**src/logic/rst_seq_pkg.sv**
```systemverilog
// constants for the power-on reset sequencer
// assumes a 20 MHz reference clock feeding the whole block
package rst_seq_pkg;
	localparam int unsigned CLK_PERIOD_NS   = 50;   // reference clock period
	localparam int unsigned HOLD_PERIODS    = 512;  // min reset assertion
	localparam int unsigned SOFT_TAIL       = 16;   // hard to soft gap
	localparam int unsigned REDRIVE_WAIT    = 1;    // sync periods to redrive
	localparam int unsigned PLL_LOCK_US     = 100;  // longest pll lock time
	// pll wait rounded up to whole reference cycles
	localparam int unsigned PLL_LOCK_CYC    =
		(PLL_LOCK_US * 1000 + CLK_PERIOD_NS - 1) / CLK_PERIOD_NS;
	localparam int unsigned CNT_W           = 12;   // phase counter width
	localparam int unsigned DIV_W           = 4;    // sync divider width
	localparam logic [2:0]  SRC_RESET_VAL   = 3'h0; // source select at reset
	localparam logic        DIV_RESET_VAL   = 1'h0; // divide cfg at reset
	localparam logic [3:0]  DIV_RATIO_1     = 4'h0; // sync tick every clock
	localparam logic [3:0]  DIV_RATIO_2     = 4'h1; // sync tick every 2nd

	// gray-coded sequencer phases
	typedef enum logic [2:0] {
		ST_POR     = 3'b000,
		ST_PLL     = 3'b001,
		ST_HARD    = 3'b011,
		ST_SOFT    = 3'b010,
		ST_REDRIVE = 3'b110,
		ST_RUN     = 3'b111
	} seq_state_t;
endpackage : rst_seq_pkg

```
**src/logic/por_reset_sequencer.sv**
```systemverilog
// power-on reset sequencer: reset outputs and strap pin release
// assumes power_on_reset_n and straps are synchronous to ref_clk_in
// Functional notes
// - hard and soft reset held 512 sync periods
// - soft reset stays 16 periods after hard
// - release strap pins when hard reset asserts
// - redrive strap pins one period after release
// - wait 100 us pll lock first
// - straps: three source bits plus divide bit
// - host mode sync period follows divide cfg
`timescale 1ns/1ps
module por_reset_sequencer
	import rst_seq_pkg::*;
#(
	parameter int unsigned PLL_WAIT = PLL_LOCK_CYC  // shorten in sim
)
(
	input  wire logic       ref_clk_in,            // reference clock
	input  wire logic       arst_n_in,             // async reset
	input  wire logic       clk_en_in,             // freeze when low
	input  wire logic       power_on_reset_n_in,   // supervisor por
	input  wire logic [2:0] reset_source_select_in, // strap input side
	input  wire logic       input_clock_divide_cfg_in, // strap input
	input  wire logic [3:0] cfg_drive_val_in,      // value when redriven
	output logic            hard_reset_n_out,      // hard reset drive
	output logic            hard_reset_n_oe_out,   // hard reset enable
	output logic            soft_reset_n_out,      // soft reset drive
	output logic            soft_reset_n_oe_out,   // soft reset enable
	output logic [3:0]      cfg_pins_out,          // strap pin drive
	output logic            cfg_pins_oe_out,       // strap pin enable
	output logic [2:0]      reset_source_out,      // latched source
	output logic            clock_divide_out,      // latched divide
	output logic            pll_locked_out         // pll wait done
);
	logic [1:0]       rst_sync_q;  // reset release stages
	logic             rst_n;       // synchronised reset
	seq_state_t       st_q;        // sequencer phase
	seq_state_t       st_d;        // next phase
	logic [CNT_W-1:0] cnt_q;       // sync period counter
	logic [17:0]      pll_q;       // pll wait counter
	logic             por_q;       // por seen last cycle
	logic             tick;        // one sync period elapsed
	logic [2:0]       src_q;       // latched source select
	logic             div_q;       // latched divide cfg
	logic [11:0]      hold_q;      // check: cycles with hard reset pulled
	logic [5:0]       gap_q;       // check: cycles from hard to soft release

	// whole-period test: the first tick after a phase change may close
	// only part of a period, so one extra tick guarantees whole periods
	function automatic logic periods_done(input logic tick_v,
		input logic [CNT_W-1:0] cnt_v, input int unsigned periods);
		return tick_v && cnt_v == CNT_W'(periods);
	endfunction : periods_done

	// reference cycles in one sync period for a divide setting
	function automatic int unsigned sync_cycles(input logic div_sel);
		return 32'(div_sel ? DIV_RATIO_2 : DIV_RATIO_1) + 32'h1;
	endfunction : sync_cycles

	// reset release through two stages; async assert
	always_ff @(posedge ref_clk_in or negedge arst_n_in)
	begin
		if (!arst_n_in)
			rst_sync_q <= 2'b00;
		else
			rst_sync_q <= {rst_sync_q[0], 1'b1};
	end
	assign rst_n = rst_sync_q[1];

	// sync period tick, period from latched divide cfg
	sync_tick_gen u_tick (
		.ref_clk_in (ref_clk_in),
		.rst_n_in   (rst_n),
		.clk_en_in  (clk_en_in),
		.div_sel_in (div_q),
		.tick_out   (tick)
	);

	// por edge tracking for strap capture
	always_ff @(posedge ref_clk_in or negedge rst_n)
	begin
		if (!rst_n)
			por_q <= 1'b0;
		else if (clk_en_in)
			por_q <= power_on_reset_n_in;
	end

	// straps latched once on por rising; setup is the board's job
	always_ff @(posedge ref_clk_in or negedge rst_n)
	begin
		if (!rst_n)
		begin
			src_q <= SRC_RESET_VAL;
			div_q <= DIV_RESET_VAL;
		end
		else if (clk_en_in && power_on_reset_n_in && !por_q)
		begin
			src_q <= reset_source_select_in;
			div_q <= input_clock_divide_cfg_in;
		end
	end

	// next phase; por low forces restart, taken by the phase register only while clk_en_in is high
	always_comb
	begin
		st_d = st_q;
		unique case (st_q)
			ST_POR:
				if (power_on_reset_n_in)
					st_d = ST_PLL;
			ST_PLL:
				if (pll_q >= 18'(PLL_WAIT))
					st_d = ST_HARD;
			ST_HARD:
				if (periods_done(tick, cnt_q, HOLD_PERIODS))
					st_d = ST_SOFT;
			ST_SOFT:
				if (periods_done(tick, cnt_q, SOFT_TAIL))
					st_d = ST_REDRIVE;
			ST_REDRIVE:
				if (periods_done(tick, cnt_q, REDRIVE_WAIT))
					st_d = ST_RUN;
			ST_RUN:
				st_d = ST_RUN;
			default:
				st_d = ST_POR;
		endcase
		if (!power_on_reset_n_in)
			st_d = ST_POR;
	end

	// phase register
	always_ff @(posedge ref_clk_in or negedge rst_n)
	begin
		if (!rst_n)
			st_q <= ST_POR;
		else if (clk_en_in)
			st_q <= st_d;
	end

	// sync period counter, cleared on each phase change
	always_ff @(posedge ref_clk_in or negedge rst_n)
	begin
		if (!rst_n)
			cnt_q <= '0;
		else if (clk_en_in)
		begin
			if (st_d != st_q)
				cnt_q <= '0;
			else if (tick)
				cnt_q <= cnt_q + 1'b1;
		end
	end

	// pll wait counter, counts reference cycles in ST_PLL
	always_ff @(posedge ref_clk_in or negedge rst_n)
	begin
		if (!rst_n)
			pll_q <= '0;
		else if (clk_en_in)
		begin
			if (st_q != ST_PLL)
				pll_q <= '0;
			else if (pll_q < 18'(PLL_WAIT))
				pll_q <= pll_q + 1'b1;
		end
	end

	// reset outputs: driven low while asserted, released after
	always_ff @(posedge ref_clk_in or negedge rst_n)
	begin
		if (!rst_n)
		begin
			hard_reset_n_out    <= 1'b0;
			hard_reset_n_oe_out <= 1'b1;
			soft_reset_n_out    <= 1'b0;
			soft_reset_n_oe_out <= 1'b1;
			pll_locked_out      <= 1'b0;
		end
		else if (clk_en_in)
		begin
			// open drain: enable only while pulling low
			hard_reset_n_out    <= 1'b0;
			hard_reset_n_oe_out <= (st_d == ST_POR || st_d == ST_PLL ||
				st_d == ST_HARD);
			soft_reset_n_out    <= 1'b0;
			soft_reset_n_oe_out <= (st_d != ST_REDRIVE &&
				st_d != ST_RUN);
			pll_locked_out      <= (st_d != ST_POR && st_d != ST_PLL);
		end
	end

	// strap pins: floated in reset so board straps win
	always_ff @(posedge ref_clk_in or negedge rst_n)
	begin
		if (!rst_n)
		begin
			cfg_pins_out    <= 4'h0;
			cfg_pins_oe_out <= 1'b0;
		end
		else if (clk_en_in)
		begin
			cfg_pins_out    <= cfg_drive_val_in;
			cfg_pins_oe_out <= (st_d == ST_RUN);
		end
	end

	// latched strap values exported
	always_ff @(posedge ref_clk_in or negedge rst_n)
	begin
		if (!rst_n)
		begin
			reset_source_out <= SRC_RESET_VAL;
			clock_divide_out <= DIV_RESET_VAL;
		end
		else if (clk_en_in)
		begin
			reset_source_out <= src_q;
			clock_divide_out <= div_q;
		end
	end

	// check helpers: measured hard hold and hard to soft gap, saturating
	always_ff @(posedge ref_clk_in or negedge rst_n)
	begin
		if (!rst_n)
		begin
			hold_q <= '0;
			gap_q  <= '0;
		end
		else if (clk_en_in)
		begin
			if (!hard_reset_n_oe_out)
				hold_q <= '0;
			else if (hold_q != '1)
				hold_q <= hold_q + 1'b1;
			if (hard_reset_n_oe_out)
				gap_q <= '0;
			else if (soft_reset_n_oe_out && gap_q != '1)
				gap_q <= gap_q + 1'b1;
		end
	end
endmodule : por_reset_sequencer

```
**src/logic/sync_tick_gen.sv**
```systemverilog
// sync clock period tick generator
// assumes inputs are synchronous to ref_clk_in
`timescale 1ns/1ps
module sync_tick_gen
	import rst_seq_pkg::*;
(
	input  wire logic ref_clk_in,   // reference clock
	input  wire logic rst_n_in,     // synchronised reset
	input  wire logic clk_en_in,    // freeze when low
	input  wire logic div_sel_in,   // latched divide cfg
	output logic      tick_out      // one pulse per sync period
);
	logic [DIV_W-1:0] cnt_q;   // period counter
	logic [DIV_W-1:0] limit;   // terminal count

	// divide cfg picks the sync period in host mode
	assign limit = div_sel_in ? DIV_RATIO_2 : DIV_RATIO_1;

	// count reference cycles, pulse at the end of each period
	always_ff @(posedge ref_clk_in or negedge rst_n_in)
	begin
		if (!rst_n_in)
		begin
			cnt_q    <= '0;
			tick_out <= 1'b0;
		end
		else if (clk_en_in)
		begin
			tick_out <= (cnt_q == limit);
			cnt_q    <= (cnt_q == limit) ? '0 : cnt_q + 1'b1;
		end
	end
endmodule : sync_tick_gen

```
**config.mk**
```make
export PLATFORM = sky130hd
export DESIGN_NAME = por_reset_sequencer
export DESIGN_NICKNAME = d
export VERILOG_FILES = /design/src/logic/rst_seq_pkg.sv /design/src/logic/por_reset_sequencer.sv /design/src/logic/sync_tick_gen.sv
export SDC_FILE = /design/constraint.sdc
export NUM_CORES = 1
export LEC_CHECK = 0
export BUFFER_PORTS_ARGS = -buffer_cell sky130_fd_sc_hd__clkbuf_2
export CORE_MARGIN = 3
export CORE_UTILIZATION = 30
export DETAILED_ROUTE_END_ITERATION = 8
export PLACE_DENSITY_LB_ADDON = 0.15
export SLEW_MARGIN = 20
export SYNTH_ARGS = -nofsm -noshare
export SYNTH_HDL_FRONTEND = slang
export SYNTH_SLANG_ARGS = --single-unit
```
**constraint.sdc**
```tcl
create_clock -name ref_clk_in -period 3.3 [get_ports ref_clk_in]
set_input_delay 0.165 -clock ref_clk_in [delete_from_list [all_inputs] [get_ports ref_clk_in]]
set_output_delay 0.165 -clock ref_clk_in [all_outputs]
set_load 0.05 [all_outputs]
```
==> impl_metrics.tcl, run 1 <==
set metrics [dict create \
    gp_congestion 0.751 \
    grt_first_pass_wirelength_um 9170 \
    final.setup_skew_ns 0.00794 \
    pin_count 26 \
    max_freq_mhz 467 \
    synthDistinctLibCells 51 \
    final-max-slew-violation-count 0 \
    max-vdd-ir-drop_v 0.000303 \
    wl_per_cell_um 13.9 \
    synth_flop_cell "dfrtp_1" \
    cts_setup_buffers 0 \
    drtPass1Iterations 6 \
    synth_sequential_area_ratio 0.513 \
    slew_headroom 0.321 \
    vias 1929 \
    initial_core_util 0.315 \
    synthesized_netlist_cell_count 256 \
    postRouteWirelength_um 5480 \
    power.static_leakage_nw 1.39 \
    tritoncts_clock_tree "done" \
    max_cap_viol_count 0 \
    path_class "reg2reg" \
    start_kind "flip-flop" \
    grt_setup_unrepaired "false" \
    synth_top_area_share 0.494 \
    design.die.area_sq_mm 0.0105 \
    worst_hold_slack_ns 0.0548 \
    synth_seq_cells 57 \
    setup_tns_ns 0 \
    cp_data_arrival_time_ns 2.37 \
    layout-area-overhead-vs-synth_pct 13.3 \
    final_min_period_over_clock_period 0.649 \
    grt_max_degree 56 \
    gr-total-overflow 0 \
    fin_cells 393 \
    remaining_drc_errors 0 \
    number_of_placement_rows 34 \
    yosys_warnings 0 \
    core_sq_mm 0.00885 \
    dpl.cell_count 376 \
    post-dp-hpwl_um 3750 \
    number_of_enable_flip_flop_cells_after_synthesis 0 \
    first_iter_violations 60 \
    critical_path.endpoint_type "flip-flop" \
    floorplan.die.height_um 102 \
    ctsRootBufferMaster "clkbuf_8" \
    antenna_violating_nets_post_route 0 \
    drive_above_1_share 0.235 \
    initial_antenna_violation_count 0 \
    period_minus_slack_ns 2.14 \
    cts_max_path_buffers 2 \
    synth_top_cell_by_area "dfrtp_1" \
    n_antenna_cell 0 \
    tightestPinTransition_ns 1.01 \
    hold_viol_final 0 \
    yosys-top-cells-area "dfrtp_1, mux2_2, xor2_1" \
    clk-insertion-delay-late_ns 0.34 \
    cts_buffers 9 \
    r2r_slack_ns 1.16 \
    average_size_of_a_mapped_cell_sq_um 10.9 \
    maximum_level_of_the_cts_h_tree 3 \
    nets 298 \
    synth_area_sq_mm 0.00278 \
    worst_setup_hold_path_clk_slew_ns 0.07 \
    required_ns 3.53 \
    global_route.usage.total 0.114 \
    pwr_density_cell_mw_per_mm2 574 \
    status "finished, final reports clean" \
    min-delay-path-class "in2reg" \
    synth_async_sr_flop_share 1.00 \
    die_width_um 102 \
    place.port_buffers 23 \
    tritoncts_num_sinks 57 \
    number_of_global_route_vias_before_repair 1903 \
    critical_path_peak_fanout 16 \
    p_total_w 0.00181 \
    setup_violations 0 \
    routed_via_density 4.91 \
]
critical path, stage by stage (launching register included):
cell     delay [ns]
dfrtp_1        0.49
nor2_1         0.17
nand2_1        0.20
o21ai_1        0.84
nor4_1         0.11
o21a_1         0.21
layout make-up:
class                   instances  area (sq um)
clock inverters                 7          71.3
flip-flops and latches         57          1430
well taps                     108           135
multi-input cells             175          1210
inverters                      11          41.3
fillers                       903          5690
repair buffers                 26           140
clock buffers                   9           124
placed cells by master (no fill, tap or decap), types with 2 or more instances in the layout:
cell type   count
nand2_1        17
nor2_1         20
a21oi_1         8
nor3_1         11
nor4_1          5
o2111ai_1       2
clkinvlp_4      3
nand3_1        12
xor2_1          9
xnor2_1         5
buf_4           2
dfstp_2         2
inv_1          11
o221ai_1        2
dfrtp_1        54
or4_1           2
clkbuf_8        9
clkbuf_2       23
nand3b_1        2
and2_1          5
and4_1          2
nand4b_1        2
mux2_2         14
clkinv_2        2
o31ai_1         3
o21a_1         10
ha_1            6
conb_1          3
nand4_1         4
and3_2          2
a21o_1          3
o21ai_0         6
o2bb2ai_1       2
power by group:
part           internal, W  total [W]  switching, W
logic             0.000121   0.000320      0.000200
registers         0.000777   0.000853     0.0000760
clock network     0.000346   0.000638      0.000291
repair_timing:
item,4_1_cts,5_1_grt
hold buffers,1,0
hold endpoints to repair,2,0
resized for setup,0,0
final timing paths:
path | start | to | depth (start not counted)
setup / recovery | st_q[1]$_DFFE_PN0P_ | pll_q[13]$_DFFE_PN0P_ | 5
hold / removal | cfg_drive_val_in[2] | cfg_pins_out[2]$_DFFE_PN0P_ | 2
setup reg to reg | st_q[1]$_DFFE_PN0P_ | pll_q[13]$_DFFE_PN0P_ | 5
hold reg to reg | rst_sync_q[0]$_DFF_PN0_ | rst_sync_q[1]$_DFF_PN0_ | 0
max in group asynchronous | rst_sync_q[1]$_DFF_PN0_ | cfg_pins_oe_out$_DFFE_PN0P_ | 1
min in group asynchronous | arst_n_in | rst_sync_q[1]$_DFF_PN0_ | 2
state kept, by name, summed over array words and instances, names as in the netlist, 2 cells and up:
register	flops
pll_q	18
cfg_pins_out	4
st_q	3
u_tick.cnt_q	4
src_q	3
reset_source_out	3
rst_sync_q	2
cnt_q	12
stage by stage:
step	utilization	instance area [sq um]	setup slack [ns]
floorplan	-	2790	1.53
global placement	0.333	2950	1.21
detailed placement	0.333	2950	1.18
CTS	0.357	3160	1.17
global route	0.357	3160	0.917
finish	0.357	3160	1.16
cell families after synthesis:
family                     share of synthesized area
other                                        0.00270
AOI/OAI and AO/OA                              0.127
muxes                                         0.0566
buffers and inverters                         0.0521
and+or+nand+nor                                0.177
DFF                                            0.513
adders and majority gates                     0.0270
xor gates and xnor gates                      0.0440
routing by layer:
metal	up-vias	share of wire	global-route usage
met4	0	0.015	0.0555
met5	-	0	0
met1	941	0.49	0.146
li1	962	-	-
met3	7	0.025	0.0389
met2	19	0.47	0.171
synthesized netlist by cell type (all sizes together) (6+ instances only):
cell type  instances
nand2             17
nor2              20
nor4               6
dfrtp             55
a21oi              8
ha                 6
inv               11
nand3             12
nor3              11
mux2              14
xor2               9
o21a              10
o21ai              7
clkbuf            11
Power figures use the tool's default switching activity.
==> inputs of run 2 (changes only) <==
==> constraint.sdc (replaced) <==
create_clock -name ref_clk_in -period 1.9 [get_ports ref_clk_in]
set_input_delay 0.095 -clock ref_clk_in [delete_from_list [all_inputs] [get_ports ref_clk_in]]
set_output_delay 0.095 -clock ref_clk_in [all_outputs]
set_load 0.05 [all_outputs]
==> run 2 against run 1 <==
Against the previous run:
- sequential share of layout area fell by 5.7 points
- die area did not move
- worst setup slack got worse by 1.1 ns
- global-route usage rose by 0.60 points
- sequential power rose by 74%
- wire length rose by 5.0%
- register-to-register slack got worse by 1.1 ns
- cell count rose by 10%
- critical path depth rose by 1
- utilization rose by 5.2 points
- flip-flop and latch count did not move
- critical path type unchanged
==> impl_metrics.tcl, run 2 (same netlist as run 1, synthesis figures left out) <==
set metrics [dict create \
    gp_congestion 0.761 \
    status "finished, final reports clean" \
    first_iter_violations 51 \
    dr_wl_met3_um 169 \
    grt_setup_unrepaired "true" \
    gr-total-overflow 0 \
    final.setup_skew_ns 0.00967 \
    initial_core_util 0.315 \
    tritoncts_num_sinks 57 \
    clk-insertion-delay-late_ns 0.34 \
    worst_hold_slack_ns 0.0753 \
    final_common_cell "dfrtp_1" \
    maximum_level_of_the_cts_h_tree 3 \
    grt_max_degree 27 \
    final_critical_path_setup_slack_ns 0.0173 \
    path_class "reg2reg" \
    critical_path.endpoint_type "flip-flop" \
    number_of_placement_rows 34 \
    postRouteWirelength_um 5760 \
    grt_first_pass_wirelength_um 9670 \
    wl_per_cell_um 13.3 \
    drtPass1Iterations 4 \
    initial_antenna_violation_count 0 \
    max_freq_mhz 531 \
    core_sq_mm 0.00885 \
    cp_data_arrival_time_ns 2.10 \
    biggestRegsByFlops "pll_q: 18 flops, cnt_q: 12 flops" \
    met2WireLength_um 2780 \
    layout-area-overhead-vs-synth_pct 29.8 \
    design.die.area_sq_mm 0.0105 \
    min-delay-path-class "in2async" \
    start_kind "flip-flop" \
    dp_slack_ns -0.0150 \
    cts_max_path_buffers 2 \
    pwr_density_cell_mw_per_mm2 1010 \
    cts_buffers 9 \
    m1WireLength_um 2740 \
    pin_count 26 \
    ctsRootBufferMaster "clkbuf_8" \
    n_antenna_cell 0 \
    drive_above_1_share 0.329 \
    slew_headroom 0.539 \
    period_minus_slack_ns 1.88 \
    final_min_period_over_clock_period 0.991 \
    critical_path_peak_fanout 5 \
    vias 2096 \
    tightestPinTransition_ns 0.685 \
    required_ns 2.12 \
    tritoncts_clock_tree "done" \
    route.top_layer_used "met4" \
    fillerInstances 871 \
    sequential_cell_area_sq_mm 0.00143 \
    setup_violations 0 \
    number_of_global_route_vias_before_repair 2068 \
    global_route.usage.total 0.120 \
    power.static_leakage_nw 1.64 \
    worst_setup_hold_path_clk_slew_ns 0.07 \
    max_cap_viol_count 0 \
    antenna_violating_nets_post_route 0 \
    place.port_buffers 23 \
    combined_area_of_the_multi_input_logic_cells_sq_mm 0.00127 \
    hold_viol_final 0 \
    remaining_drc_errors 0 \
    largest_register "pll_q" \
    layout.cells.most_common_list "dfrtp_1, buf_4, clkbuf_2" \
    largest_register_ffs 18 \
    rr_worst_depth 6 \
    post-dp-hpwl_um 4040 \
    routed_via_density 4.84 \
    nets 338 \
    die_width_um 102 \
    floorplan.die.height_um 102 \
    max-vdd-ir-drop_v 0.000478 \
    final-max-slew-violation-count 0 \
]
==> run 2: cell types whose count changed in the layout (fill, tap and decap cells not counted), moves of 2 or more <==
cell,change
clkinvlp_4,-3
nor2_1,-2
nor2_2,+2
dlygate4sd3_1,+8
o21ai_2,+2
buf_4,+29
buf_6,+2
bufinv_16,+3
==> run 2: cell type report <==
| class | count | share of cell area |
|---|---|---|
| clock buffers | 10 | 0.0353 |
| inverters | 11 | 0.0114 |
| well taps | 108 | 0.0374 |
| repair buffers | 66 | 0.133 |
| clock inverters | 6 | 0.0360 |
| multi-input cells | 175 | 0.351 |
| flip-flops and latches | 57 | 0.396 |
==> run 2: stage by stage <==
| step | power [W] | area [sq um] | cells | setup TNS (ns) | util |
|---|---|---|---|---|---|
| 3_3_place_gp | 0.00214 | 3180 | 405 | -0.391 | 0.359 |
| 5_1_grt | 0.00385 | 3610 | 433 | -0.476 | 0.408 |
| 3_5_place_dp | 0.00214 | 3180 | 405 | -0.0468 | 0.359 |
| 2_1_floorplan | 0.00193 | 2790 | 257 | 0 | - |
| 4_1_cts | 0.00368 | 3540 | 431 | 0 | 0.400 |
| 6_report | 0.00363 | 3610 | 433 | 0 | 0.408 |
==> run 2: repair_timing <==
action | 4_1_cts | 5_1_grt
hold buffers | 9 | 0
endpoints found under the setup margin | 10 | 19
endpoints found under the hold margin | 10 | 0
pin swaps | 0 | 6
buffers inserted | 1 | 2
resized for setup | 1 | 13
==> run 2: critical path: stages, from the launching register on <==
cell and delay [ns]:
dfrtp_1 0.38, nand4_2 0.12, o211a_1 0.29, or4_4 0.56, a31oi_4 0.23, buf_6 0.14, nor2_1 0.04
==> run 2: where the power goes <==
part	leakage, nW	switching, W	internal, W
clock network	0.130	0.000483	0.00100
logic	0.762	0.000372	0.000298
registers	0.743	0.000129	0.00135
total	1.64	0.000984	0.00265
==> run 2: layer usage <==
metal	track usage	vias to the layer above
li1	-	1033
met1	0.147	1031
met2	0.195	27
met3	0.0451	5
met4	0.0394	0
met5	0	-
==> run 2: worst paths after layout <==
check	from	to	slack [ns]
worst max-delay path	pll_q[9]$_DFFE_PN0P_	cnt_q[4]$_DFFE_PN0P_	0.02
worst max register to register	pll_q[9]$_DFFE_PN0P_	cnt_q[4]$_DFFE_PN0P_	0.02
min in group ref_clk_in	power_on_reset_n_in	por_q$_DFFE_PN0P_	0.13
max in group asynchronous	rst_sync_q[1]$_DFF_PN0_	pll_q[4]$_DFFE_PN0P_	1.05
worst min-delay path	arst_n_in	rst_sync_q[0]$_DFF_PN0_	0.08
worst min register to register	rst_sync_q[1]$_DFF_PN0_	div_q$_DFFE_PN0P_	0.29
==> inputs of run 3 (changes only) <==
--- a/config.mk
+++ b/config.mk
@@ -7,7 +7,7 @@
 export LEC_CHECK = 0
 export BUFFER_PORTS_ARGS = -buffer_cell sky130_fd_sc_hd__clkbuf_2
 export CORE_MARGIN = 3
-export CORE_UTILIZATION = 30
+export CORE_UTILIZATION = 40
 export DETAILED_ROUTE_END_ITERATION = 8
 export PLACE_DENSITY_LB_ADDON = 0.15
 export SLEW_MARGIN = 20
==> run 3 against run 2 <==
Against the previous run:
- worst setup slack gained 0.020 ns
- sequential power is essentially flat
- wire length grew 1.2%
- clock power shrank 12%
- cell count shrank 7.2%
- flip-flop and latch count is the same
- combinational power grew 0.7%
- utilization grew 14 points
- maximum frequency grew 1.1%
- power shrank 5.2%
- worst hold slack lost 0.018 ns
- cell area shrank 1.4%
- largest power group unchanged
- highest routed layer unchanged
==> impl_metrics.tcl, run 3 (same netlist as run 1, synthesis figures left out) <==
set metrics [dict create \
    r2r_slack_ns 0.04 \
    setup_violations 0 \
    vias 2061 \
    tightestPinTransition_ns 0.620 \
    wl_per_cell_um 14.5 \
    tritoncts_clock_tree "done" \
    final_min_period_over_clock_period 0.980 \
    gp_congestion 0.778 \
    drtPass1Iterations 4 \
    worstPathCellList "nand4_4 > o211a_4 > or4_4 > buf_4 > nand3_1 > o221ai_1" \
    grt_max_degree 33 \
    period_minus_slack_ns 1.86 \
    place.port_buffers 23 \
    remaining_drc_errors 0 \
    global_route.usage.total 0.155 \
    pin_count 26 \
    clk-insertion-delay-late_ns 0.34 \
    path_class "reg2reg" \
    number_of_global_route_vias_before_repair 2022 \
    fin_cells 402 \
    critical_path_peak_fanout 4 \
    status "finished, final reports clean" \
    hold_viol_final 0 \
    antenna_violating_nets_post_route 0 \
    critical_path.endpoint_type "flip-flop" \
    floorplan.die.height_um 89.4 \
    slew_headroom 0.583 \
    number_of_placement_rows 29 \
    routed_via_density 5.13 \
    layout-area-overhead-vs-synth_pct 28.0 \
    grt_first_pass_wirelength_um 9380 \
    maximum_level_of_the_cts_h_tree 3 \
    cts_buffers 9 \
    postRouteWirelength_um 5820 \
    dpl.cell_count 373 \
    design.die.area_sq_mm 0.00800 \
    p_total_w 0.00344 \
    cp_data_arrival_time_ns 2.07 \
    max-vdd-ir-drop_v 0.000713 \
    min-delay-path-class "in2async" \
    grt_setup_unrepaired "true" \
    crit-reg2reg-capture "cnt_q[0]$_DFFE_PN0P_" \
    required_ns 2.10 \
    max_cap_viol_count 0 \
    critPathMaxStageDelay_ns 0.51 \
    first_iter_violations 67 \
    nets 338 \
    worst-path-buf-inv 1 \
    worst_setup_hold_path_clk_slew_ns 0.07 \
    die_width_um 89.4 \
    cp_slowest_cell "or4_4" \
    crit_cells 6 \
    final-max-slew-violation-count 0 \
    cpLargestDelayFamily "simple AND/OR/NAND/NOR gates" \
    biggestRegsByFlops "pll_q: 18 flops, cnt_q: 12 flops" \
    tritoncts_num_sinks 57 \
    final_common_cell "dfrtp_1" \
    post-dp-hpwl_um 3920 \
    rr_worst_depth 6 \
    n_antenna_cell 0 \
    max_freq_mhz 537 \
    ctsRootBufferMaster "clkbuf_8" \
    pwr_density_cell_mw_per_mm2 966 \
    final.setup_skew_ns 0.00866 \
    largest_register "pll_q" \
    gr-total-overflow 0 \
    largest_register_ffs 18 \
    crit-reg2reg-launch "pll_q[9]$_DFFE_PN0P_" \
    power.static_leakage_nw 1.62 \
    cts_max_path_buffers 2 \
    initial_antenna_violation_count 0 \
    core_sq_mm 0.00653 \
    initial_core_util 0.426 \
    layout.cells.most_common_list "dfrtp_1, buf_4, clkbuf_2" \
    start_kind "flip-flop" \
    drive_above_1_share 0.332 \
]
## run 3: area by class of cell
class / count / area (sq um)
Fill cell: 590 / 2970
Sequential cell: 57 / 1430
Multi-Input combinational cell: 175 / 1280
Timing Repair Buffer: 66 / 485
Clock buffer: 9 / 124
Clock inverter: 7 / 103
Tap cell: 77 / 96.3
Inverter: 11 / 41.3
## run 3: how the worst max path moves through the flow
stage | start | to
6_report | pll_q[9]$_DFFE_PN0P_ | cnt_q[0]$_DFFE_PN0P_
5_1_grt | pll_q[6]$_DFFE_PN0P_ | cnt_q[0]$_DFFE_PN0P_
4_1_cts | cnt_q[1]$_DFFE_PN0P_ | cnt_q[2]$_DFFE_PN0P_
3_5_place_dp | cnt_q[1]$_DFFE_PN0P_ | cnt_q[4]$_DFFE_PN0P_
3_3_place_gp | pll_q[17]$_DFFE_PN0P_ | pll_q[5]$_DFFE_PN0P_
2_1_floorplan | cnt_q[0]$_DFFE_PN0P_ | cnt_q[10]$_DFFE_PN0P_
## run 3: stage by stage
step | hold slack (ns) | setup WS [ns] | instance area [sq um] | TNS (ns) | util
after CTS | 0.0517 | 0.00330 | 3480 | 0 | 0.533
after global routing | 0.0515 | -0.0773 | 3560 | -0.545 | 0.545
after global placement | -0.118 | 0.0153 | 3150 | 0 | 0.482
final | 0.0576 | 0.0376 | 3560 | 0 | 0.545
after detailed placement | -0.117 | -0.0191 | 3150 | -0.153 | 0.482
after floorplan | -0.201 | 0.131 | 2790 | 0 | -
## run 3: timing repair
action                                  in CTS  in global routing
setup buffers                                1                  3
endpoints found under the hold margin       10                  0
pin swaps                                    1                  6
hold buffers                                 9                  0
endpoints found under the setup margin      11                 19
resized for setup                            2                 12
## run 3: routing by layer
layer	share of wire	vias up	track usage
li1	-	1040	-
met2	0.49	19	0.243
met3	0.027	6	0.0498
met4	0.014	0	0.0622
met1	0.47	996	0.198
met5	0	-	0
## run 3: worst reg2reg max path, stage by stage (launching register included)
cell	delay, ns
dfrtp_1	0.43
nand4_4	0.14
o211a_4	0.29
or4_4	0.51
buf_4	0.16
nand3_1	0.09
o221ai_1	0.12
## run 3: report_power, final
part | leakage [nW] | internal [W] | switching, W | total (W)
clock network | 0.110 | 0.000751 | 0.000550 | 0.00130
registers | 0.743 | 0.00135 | 0.000117 | 0.00147
logic | 0.771 | 0.000292 | 0.000383 | 0.000675
total | 1.62 | 0.00239 | 0.00105 | 0.00344
